`src/hw/bmd_defs.vh`:
```
// Constants of the base mismatch supervisor and diagnostic builder
`ifndef BMD_DEFS_VH
`define BMD_DEFS_VH

// ----------------------------------------------------------------
// Register offsets (word index on the plain register port)
// ----------------------------------------------------------------
`define BMD_REG_CTRL 4'h0
`define BMD_REG_EXPECT 4'h1
`define BMD_REG_STATUS 4'h2
`define BMD_REG_DIAG_IDX 4'h3
`define BMD_REG_DIAG_DATA 4'h4
`define BMD_REG_MISMATCH 4'h5
`define BMD_REG_FAULT 4'h6
`define BMD_REG_MASTER 4'h7

// ----------------------------------------------------------------
// Control fields
// ----------------------------------------------------------------
`define BMD_CTRL_IGNORE 0
`define BMD_CTRL_RUN 1
`define BMD_CTRL_SYNC 2
`define BMD_CTRL_FREEZE 3
`define BMD_CTRL_PARAM_DONE 4
`define BMD_CTRL_PARAM_ERR 5
`define BMD_CTRL_OTHER_MASTER 6
`define BMD_CTRL_UNSUP 7
`define BMD_CTRL_REMOTE_REQ 8
`define BMD_CTRL_WRONG_POS 9
`define BMD_CTRL_RESET 16'h0000

// ----------------------------------------------------------------
// Display codes
// ----------------------------------------------------------------
`define BMD_DISP_OK 4'h0
`define BMD_DISP_REMOVED 4'h2
`define BMD_DISP_STOPPED 4'h3
`define BMD_DISP_WRONG_TYPE 4'ha
`define BMD_DISP_WRONG_POS 4'hb

// ----------------------------------------------------------------
// Diagnostic frame
// ----------------------------------------------------------------
`define BMD_DIAG_LEN 4'hf
`define BMD_NO_MASTER 8'hff
`define BMD_HDR_DEVICE 8'h06
`define BMD_HDR_IDENT 8'h43
// Arbitrary neutral identification value
`define BMD_IDENT_DEFAULT 16'h5a3c

`endif

```
`src/hw/bmd_base_mismatch_diag.v`:
```
// Base slot mismatch supervisor, status display and diagnostic frame builder
//
// Function
// - Ignore off, configured module removed: offline, display 2, outputs per jumper.
// - Ignore off, module added in unconfigured slot: ignored, display 0.
// - Ignore off, wrong module type in configured slot: display a, offline, jumper.
// - Ignore on, module added to empty slot: ignored, display 0 with point.
// - Ignore on, removed or wrong type: display 2 with point, slot excluded.
// - Fieldbus stopped: display 3, jumper output policy, inputs forced off.
// - Device in wrong base position shows display code b.
// - Diagnostic read returns exactly 15 bytes, bit 7 most significant.
// - Byte 1 holds the station status one flags.
// - Byte 2: bit7 zero, sync, freeze, bit2 one, bit1 zero, await param.
// - Byte 3 bit 7 zero, other bits reserved.
// - Byte 4 is parameterizing master address, or 255 if none.
// - Bytes 5 and 6 carry the fixed 16-bit identification code.
// - Byte 7 is device diagnostic header 0x06.
// - Byte 8 bit 0 remote port request pending; bytes 9, 10 reserved.
// - Bytes 11, 12 are type-mismatch bitmap for slots 1..16.
// - Byte 13 is identifier diagnostic header 0x43.
// - Bytes 14, 15 flag failed or mismatched slots 1..16.
// - Missing jumper behaves as the off setting.
// - Ignore on updates matching slots only; off, any mismatch stops all.
//
// The register addresses and the strobed register port were chosen for this implementation.
`default_nettype none
`include "bmd_defs.vh"

module bmd_base_mismatch_diag #(
    parameter SLOTS = 16,
    parameter [15:0] IDENT = `BMD_IDENT_DEFAULT
) (
    input wire ref_clk,
    input wire rst,
    input wire [3:0] regAddr,
    input wire [15:0] regWrData,
    input wire regWrite,
    input wire regRead,
    output reg [15:0] regRdData,
    input wire [SLOTS-1:0] slotFitted,
    input wire [SLOTS-1:0] slotTypeOk,
    input wire [SLOTS-1:0] slotFailed,
    input wire commLossOutputJumperFitted,
    input wire commLossOutputJumperFreeze,
    input wire diagReadReq,
    output reg diagValid,
    output reg [7:0] diagByte,
    output reg diagLast,
    output reg [3:0] displayCode,
    output reg displayPoint,
    output reg online,
    output reg outputsFreeze,
    output reg outputsOff,
    output reg inputsForcedOff,
    output reg [SLOTS-1:0] slotUpdateEnable,
    output reg diagChanged
);

    // ----------------------------------------------------------------
    // Pin synchronisers
    // ----------------------------------------------------------------
    reg [SLOTS-1:0] fitMeta, fitSync, typeMeta, typeSync, failMeta, failSync;
    reg [1:0] jumpMeta, jumpSync;
    reg readMeta, readSync, readSyncD;

    always @(posedge ref_clk or posedge rst)
    begin
        if (rst)
        begin
            fitMeta <= {SLOTS{1'b0}};
            fitSync <= {SLOTS{1'b0}};
            typeMeta <= {SLOTS{1'b0}};
            typeSync <= {SLOTS{1'b0}};
            failMeta <= {SLOTS{1'b0}};
            failSync <= {SLOTS{1'b0}};
            jumpMeta <= 2'h0;
            jumpSync <= 2'h0;
            readMeta <= 1'b0;
            readSync <= 1'b0;
            readSyncD <= 1'b0;
        end
        else
        begin
            fitMeta <= slotFitted;
            fitSync <= fitMeta;
            typeMeta <= slotTypeOk;
            typeSync <= typeMeta;
            failMeta <= slotFailed;
            failSync <= failMeta;
            jumpMeta <= {commLossOutputJumperFitted, commLossOutputJumperFreeze};
            jumpSync <= jumpMeta;
            readMeta <= diagReadReq;
            readSync <= readMeta;
            readSyncD <= readSync;
        end
    end

    // ----------------------------------------------------------------
    // Registers
    // ----------------------------------------------------------------
    reg [15:0] ctrl;
    reg [SLOTS-1:0] expected;
    reg [7:0] masterAddr;
    reg [3:0] diagIdx;

    always @(posedge ref_clk or posedge rst)
    begin
        if (rst)
        begin
            ctrl <= `BMD_CTRL_RESET;
            expected <= {SLOTS{1'b0}};
            masterAddr <= `BMD_NO_MASTER;
            diagIdx <= 4'h0;
        end
        else if (regWrite)
        begin
            case (regAddr)
                `BMD_REG_CTRL: ctrl <= regWrData;
                `BMD_REG_EXPECT: expected <= regWrData[SLOTS-1:0];
                `BMD_REG_MASTER: masterAddr <= regWrData[7:0];
                `BMD_REG_DIAG_IDX: diagIdx <= regWrData[3:0];
                default: ;
            endcase
        end
    end

    wire ignoreOn = ctrl[`BMD_CTRL_IGNORE];
    wire busRun = ctrl[`BMD_CTRL_RUN];
    wire wrongPos = ctrl[`BMD_CTRL_WRONG_POS];

    // ----------------------------------------------------------------
    // Slot comparison
    // ----------------------------------------------------------------
    // Added modules in unconfigured slots never count as mismatch
    wire [SLOTS-1:0] removed = expected & ~fitSync;
    wire [SLOTS-1:0] wrongType = expected & fitSync & ~typeSync;
    wire [SLOTS-1:0] added = ~expected & fitSync;
    wire [SLOTS-1:0] badSlot = removed | wrongType;
    wire anyBad = |badSlot;
    wire goOffline = (!ignoreOn && anyBad) || !busRun || wrongPos;
    // Missing jumper acts as the off setting
    wire jumperFreeze = jumpSync[1] & jumpSync[0];

    reg [3:0] next_displayCode;
    reg next_displayPoint;

    always @*
    begin
        next_displayCode = `BMD_DISP_OK;
        next_displayPoint = 1'b0;
        if (wrongPos)
            next_displayCode = `BMD_DISP_WRONG_POS;
        else if (!busRun)
            next_displayCode = `BMD_DISP_STOPPED;
        else if (!ignoreOn && |removed)
            next_displayCode = `BMD_DISP_REMOVED;
        else if (!ignoreOn && |wrongType)
            next_displayCode = `BMD_DISP_WRONG_TYPE;
        else if (ignoreOn && anyBad)
        begin
            next_displayCode = `BMD_DISP_REMOVED;
            next_displayPoint = 1'b1;
        end
        else if (ignoreOn && |added)
            next_displayPoint = 1'b1;
    end

    reg [SLOTS-1:0] mismatchMap, faultMap;

    always @(posedge ref_clk or posedge rst)
    begin
        if (rst)
        begin
            displayCode <= `BMD_DISP_STOPPED;
            displayPoint <= 1'b0;
            online <= 1'b0;
            outputsFreeze <= 1'b0;
            outputsOff <= 1'b1;
            inputsForcedOff <= 1'b1;
            slotUpdateEnable <= {SLOTS{1'b0}};
            mismatchMap <= {SLOTS{1'b0}};
            faultMap <= {SLOTS{1'b0}};
            diagChanged <= 1'b0;
        end
        else
        begin
            displayCode <= next_displayCode;
            displayPoint <= next_displayPoint;
            online <= !goOffline;
            outputsFreeze <= goOffline && jumperFreeze;
            outputsOff <= goOffline && !jumperFreeze;
            inputsForcedOff <= !busRun;
            // Only configured, good slots update; going offline gates all
            slotUpdateEnable <= goOffline ? {SLOTS{1'b0}} : (expected & ~badSlot);
            mismatchMap <= wrongType;
            faultMap <= badSlot | (expected & failSync);
            diagChanged <= (mismatchMap != wrongType) ||
                           (faultMap != (badSlot | (expected & failSync)));
        end
    end

    // ----------------------------------------------------------------
    // Diagnostic frame
    // ----------------------------------------------------------------
    function [7:0] diagAt;
        input [3:0] idx;
        begin
            case (idx)
                4'h0: diagAt = {ctrl[`BMD_CTRL_OTHER_MASTER], ctrl[`BMD_CTRL_PARAM_ERR], 1'b0,
                                ctrl[`BMD_CTRL_UNSUP], 1'b1, anyBad & !ignoreOn,
                                !online, 1'b0};
                4'h1: diagAt = {1'b0, 1'b0, ctrl[`BMD_CTRL_SYNC], ctrl[`BMD_CTRL_FREEZE],
                                1'b0, 1'b1, 1'b0, !ctrl[`BMD_CTRL_PARAM_DONE]};
                4'h2: diagAt = 8'h00;
                4'h3: diagAt = ctrl[`BMD_CTRL_PARAM_DONE] ? masterAddr : `BMD_NO_MASTER;
                4'h4: diagAt = IDENT[15:8];
                4'h5: diagAt = IDENT[7:0];
                4'h6: diagAt = `BMD_HDR_DEVICE;
                4'h7: diagAt = {7'h00, ctrl[`BMD_CTRL_REMOTE_REQ]};
                4'ha: diagAt = mismatchMap[7:0];
                4'hb: diagAt = mismatchMap[15:8];
                4'hc: diagAt = `BMD_HDR_IDENT;
                4'hd: diagAt = faultMap[7:0];
                4'he: diagAt = faultMap[15:8];
                default: diagAt = 8'h00;
            endcase
        end
    endfunction

    localparam ST_IDLE = 1'b0;
    localparam ST_SEND = 1'b1;
    reg state;
    reg [3:0] sendIdx;

    // Snapshot is not taken; bytes reflect live maps during the 15 cycles
    always @(posedge ref_clk or posedge rst)
    begin
        if (rst)
        begin
            state <= ST_IDLE;
            sendIdx <= 4'h0;
            diagValid <= 1'b0;
            diagByte <= 8'h00;
            diagLast <= 1'b0;
        end
        else
        begin
            case (state)
                ST_IDLE:
                begin
                    diagValid <= 1'b0;
                    diagLast <= 1'b0;
                    if (readSync && !readSyncD)
                    begin
                        state <= ST_SEND;
                        sendIdx <= 4'h0;
                    end
                end
                ST_SEND:
                begin
                    diagValid <= 1'b1;
                    diagByte <= diagAt(sendIdx);
                    diagLast <= (sendIdx == `BMD_DIAG_LEN - 4'h1);
                    if (sendIdx == `BMD_DIAG_LEN - 4'h1)
                        state <= ST_IDLE;
                    else
                        sendIdx <= sendIdx + 4'h1;
                end
                default: state <= ST_IDLE;
            endcase
        end
    end

    // ----------------------------------------------------------------
    // Register read
    // ----------------------------------------------------------------
    always @(posedge ref_clk or posedge rst)
    begin
        if (rst)
            regRdData <= 16'h0000;
        else if (regRead)
        begin
            case (regAddr)
                `BMD_REG_CTRL: regRdData <= ctrl;
                `BMD_REG_EXPECT: regRdData <= expected;
                `BMD_REG_STATUS: regRdData <= {9'h000, online, displayPoint, 1'b0, displayCode};
                `BMD_REG_DIAG_IDX: regRdData <= {12'h000, diagIdx};
                `BMD_REG_DIAG_DATA: regRdData <= {8'h00, diagAt(diagIdx)};
                `BMD_REG_MISMATCH: regRdData <= mismatchMap;
                `BMD_REG_FAULT: regRdData <= faultMap;
                `BMD_REG_MASTER: regRdData <= {8'h00, masterAddr};
                default: regRdData <= 16'h0000;
            endcase
        end
    end

endmodule // bmd_base_mismatch_diag
`default_nettype wire

```
`config.mk`:
```
export PLATFORM = sky130hd
export DESIGN_NAME = bmd_base_mismatch_diag
export DESIGN_NICKNAME = d
export VERILOG_FILES = /design/src/hw/bmd_base_mismatch_diag.v
export VERILOG_INCLUDE_DIRS = /design/src /design/src/hw
export SDC_FILE = /design/constraint.sdc
export NUM_CORES = 1
export LEC_CHECK = 0
export BUFFER_PORTS_ARGS = -buffer_cell sky130_fd_sc_hd__buf_2
export CORE_MARGIN = 4
export CORE_UTILIZATION = 50
export CTS_CLUSTER_SIZE = 30
export DETAILED_ROUTE_END_ITERATION = 6
export PLACE_DENSITY = 0.71
export REMOVE_ABC_BUFFERS = 1
export SLEW_MARGIN = 5
export SYNTH_ARGS = -nofsm -noshare
export SYNTH_HDL_FRONTEND = slang
export SYNTH_SLANG_ARGS = --single-unit
```
`constraint.sdc`:
```
create_clock -name ref_clk -period 17.4 [get_ports ref_clk]
set_input_delay 1.74 -clock ref_clk [delete_from_list [all_inputs] [get_ports ref_clk]]
set_output_delay 1.74 -clock ref_clk [all_outputs]
set_load 0.02 [all_outputs]
```
==> flow_summary_export.csv <==
group,metric,value,unit
global_routing,grt_start_max_net_pins,153,
critical_path,required_time_of_the_worst_setup_path,17.81,ns
critical_path,type_of_element_capturing_the_critical_path,"register",
clocking,tritoncts_buffers,24,
power_and_ir_drop,peakVddDrop,0.0921,mV
power_and_ir_drop,cellInternalPower,1.05,mW
power_and_ir_drop,power_frac_clock,31.6,%
flow_run,maxCapViolCount,0,
run_status,run_status,"finished with violations",
sta,fin_setup_tns,0,ns
synth,ys.warnings.count,0,
synth,postSynthCellCount,838,
clocking,ctsResizeCount,0,
final_layout,nNetsFinal,1035,
worst_hold_path,holdCritPathClass,"reg -> reg",
final_layout,diodes,0,
clocking,cts_htree_levels,1,
critical_path,worstSetupStartpointType,"input pin",
power_and_ir_drop,total_switching_power,0.536,mW
synth,ys_ff_latch,235,
clocking,number_of_sinks_driven_by_the_clock_tree,235,
floorplanning,fp.dieW,148,um
synth,share_of_flip_flops_with_an_asynchronous_set_or_reset,100,%
run_status,failed_checks,"design-rule violations",
final_layout,most-common-layout-cells,"223 x dfrtp_1, 125 x buf_2, 56 x inv_1",
global_routing,grt-ovfl-total,0,
synth,predominant_post_synthesis_flop_cell,"dfrtp_1",
clocking,cts_tree,"yes",
final_layout,most_common_cell_after_layout_fill_and_taps_aside,"dfrtp_1",
clocking,clk_pin_slew_worst_paths,0.06,ns
final_layout,fill_count,1666,
sta,fin_skew,0.00993,ns
sta,fmaxAchievable,0.273,GHz
sta,report.final.hold_viol_count,0,
power_and_ir_drop,power-per-cell-area,138,nW/um2
clocking,root_buffer,"clkbuf_16",
power_and_ir_drop,p_seq_share,46.7,%
clocking,cts.hold.buffers_added,0,
floorplanning,top_level_ports,127,
final_layout,multiInputGateArea,3570,um2
floorplanning,dieArea,22000,um2
power_and_ir_drop,switching_share,33.9,%
critical_path,cp.arrival,4.08,ns
clocking,post-cts-setup-buffer-count,0,
sta,tightest_pin_transition,1.10,ns
floorplanning,floorplan.core_area,19400,um2
drt,drc_errors,17,
synth,synthesis.area,9830,um2
drt,drt-wirelength-per-cell,22.4,um
sta,slew_viol_final,0,
global_routing,grt_pass1_wl,42400,um
global_routing,grt_use_total,25.3,%
clocking,worstSkewPairLatency,0.53,ns
drt,via_count,7313,
power_and_ir_drop,p_leak,5.23,nW
synth,post_synth_edffs,0,
place,place_congestion,1.01,
place,dp_hpwl,19900,um
critical_path,timing_worst_setup_path_type,"in -> reg",
floorplanning,std_cell_rows,51,
synth,netlist-cell-type-count,66,
drt,dr.pass1.iters,7,
power_and_ir_drop,report.power.total,1.58,mW
final_layout,sequential_cell_area,5900,um2
critical_path,path_max_fanout,16,
sta,rsz0062_at_grt,"false",
sta,slew_headroom,26.5,%
sta,fin_crit,3.67,ns
floorplanning,initial_utilization,50.7,%
drt,drt-total-wl,27800,um
drt,route.antenna.remaining_nets,0,
place,port_bufs,125,
global_routing,grt_antenna_before_repair,0,
synth,ys_seq_area_share,60.0,%
sta,setup-violations-final,0,
sta,fin_crit_sh,21.1,%
final_layout,flow.area_growth_from_synthesis,16.7,%
final_layout,drive_gt1_share,24.4,%
drt,route.detailed.vias_per_inst,5.90,
power_and_ir_drop,combPwrFrac,21.7,%
sta,fin_hold_ws,0.340,ns
floorplanning,die_height,148,um
global_routing,grt_pass1_vias,7199,
synth,syn-mean-instance-area,11.7,um2
drt,drt_iter0_drc,791,
clocking,clockBufferDepth,3,
worst max-delay path: stages:
cell and delay [ns]:
buf_2 0.17, nor4_4 0.90, nand2_1 0.76, mux2_2 0.49
final cells by class:
type / instances / area share (%)
repair buffers: 130 / 5.78
multi-input cells: 506 / 31.1
inverters: 59 / 2.00
well taps: 265 / 2.89
flip-flops and latches: 235 / 51.4
clock inverters: 12 / 1.20
clock buffers: 32 / 5.59
metrics by stage:
stage	instances	util, %	setup slack (ns)	cell area (um2)
3_3_place_gp	1195	55.1	13.33	10700
2_1_floorplan	800	-	9.23	9680
3_5_place_dp	1195	55.1	13.26	10700
6_report	1239	59.1	13.73	11500
5_1_grt	1239	59.1	13.60	11500
4_1_cts	1239	59.1	13.80	11500
cell usage after synthesis, drive strengths merged, types with 4 or more instances:
cell type / number / area share, %
mux2i: 9 / 0.92
nand3b: 21 / 1.6
dfstp: 12 / 3.2
xor2: 4 / 0.36
nor2b: 16 / 1.0
o21ai: 21 / 1.1
a31oi: 14 / 0.89
and3: 4 / 0.25
and2: 5 / 0.32
ha: 4 / 0.51
mux2: 50 / 5.7
o21a: 10 / 0.76
nor3b: 6 / 0.46
o2111ai: 6 / 0.53
dfrtp: 223 / 57
a222oi: 5 / 0.51
nor2: 39 / 1.5
nand3: 10 / 0.51
clkbuf: 30 / 1.1
o22ai: 14 / 0.89
inv: 59 / 2.3
a22o: 4 / 0.36
buf: 8 / 0.38
a221oi: 11 / 0.98
nand2b: 24 / 1.5
nand2: 54 / 2.1
nor3: 14 / 0.71
a2111oi: 4 / 0.55
a21oi: 28 / 1.4
nor4: 6 / 0.45
and4: 14 / 1.2
a22oi: 38 / 2.9
xnor2: 13 / 1.2
nand4: 11 / 0.70
worst paths after layout:
check / from / to / slack (ns) / cells past startpoint
max: regAddr[2] / ctrl[4]$_DFFE_PP0P_ / 13.73 / 4
min: jumpMeta[1]$_DFF_PP0_ / jumpSync[1]$_DFF_PP0_ / 0.34 / 0
max reg2reg: expected[6]$_DFFE_PP0P_ / slotUpdateEnable[5]$_DFF_PP0_ / 14.17 / 6
min reg2reg: jumpMeta[1]$_DFF_PP0_ / jumpSync[1]$_DFF_PP0_ / 0.34 / 0
max in group asynchronous: rst / diagLast$_DFF_PP0_ / 14.39 / 3
min in group asynchronous: rst / jumpSync[1]$_DFF_PP0_ / 1.43 / 2
kinds of logic (layout without fill, tap and decap cells):
kind of cell,after synthesis,in the layout,share of synthesized area [%]
flip-flops,235,235,60.0
AND/OR/NAND/NOR,235,235,13.2
AO/OA/AOI/OAI,187,187,13.6
buffers and inverters,97,233,3.78
multiplexers,62,62,7.33
XOR/XNOR,17,17,1.52
adder cells (fa/ha/maj),4,4,0.509
other,1,1,0.0382
registers in the layout, indices dropped and copies added, names as in the netlist, 8 cells and up:
name / count
ctrl: 16
expected: 16
failMeta: 16
failSync: 16
faultMap: 16
fitMeta: 16
fitSync: 16
mismatchMap: 16
regRdData: 16
slotUpdateEnable: 16
typeMeta: 16
typeSync: 16
diagByte: 8
masterAddr: 8
routing by layer:
layer  vias up  wire length, um  global-route usage (%)
met5         -                0                       0
li1       3265                -                       -
met4         0             1120                    9.42
met1      3573            11200                    34.3
met2       396            13100                    40.5
met3        79             2420                    5.79
power by group through the flow:
stage	sequential, mW	combinational [mW]	clock, mW
3_3_place_gp	0.744	0.335	0
3_5_place_dp	0.746	0.339	0
2_1_floorplan	0.722	0.210	0
6_report	0.740	0.343	0.500
4_1_cts	0.736	0.340	0.512
5_1_grt	0.750	0.373	0.534
(Power assumes the default switching activity.)
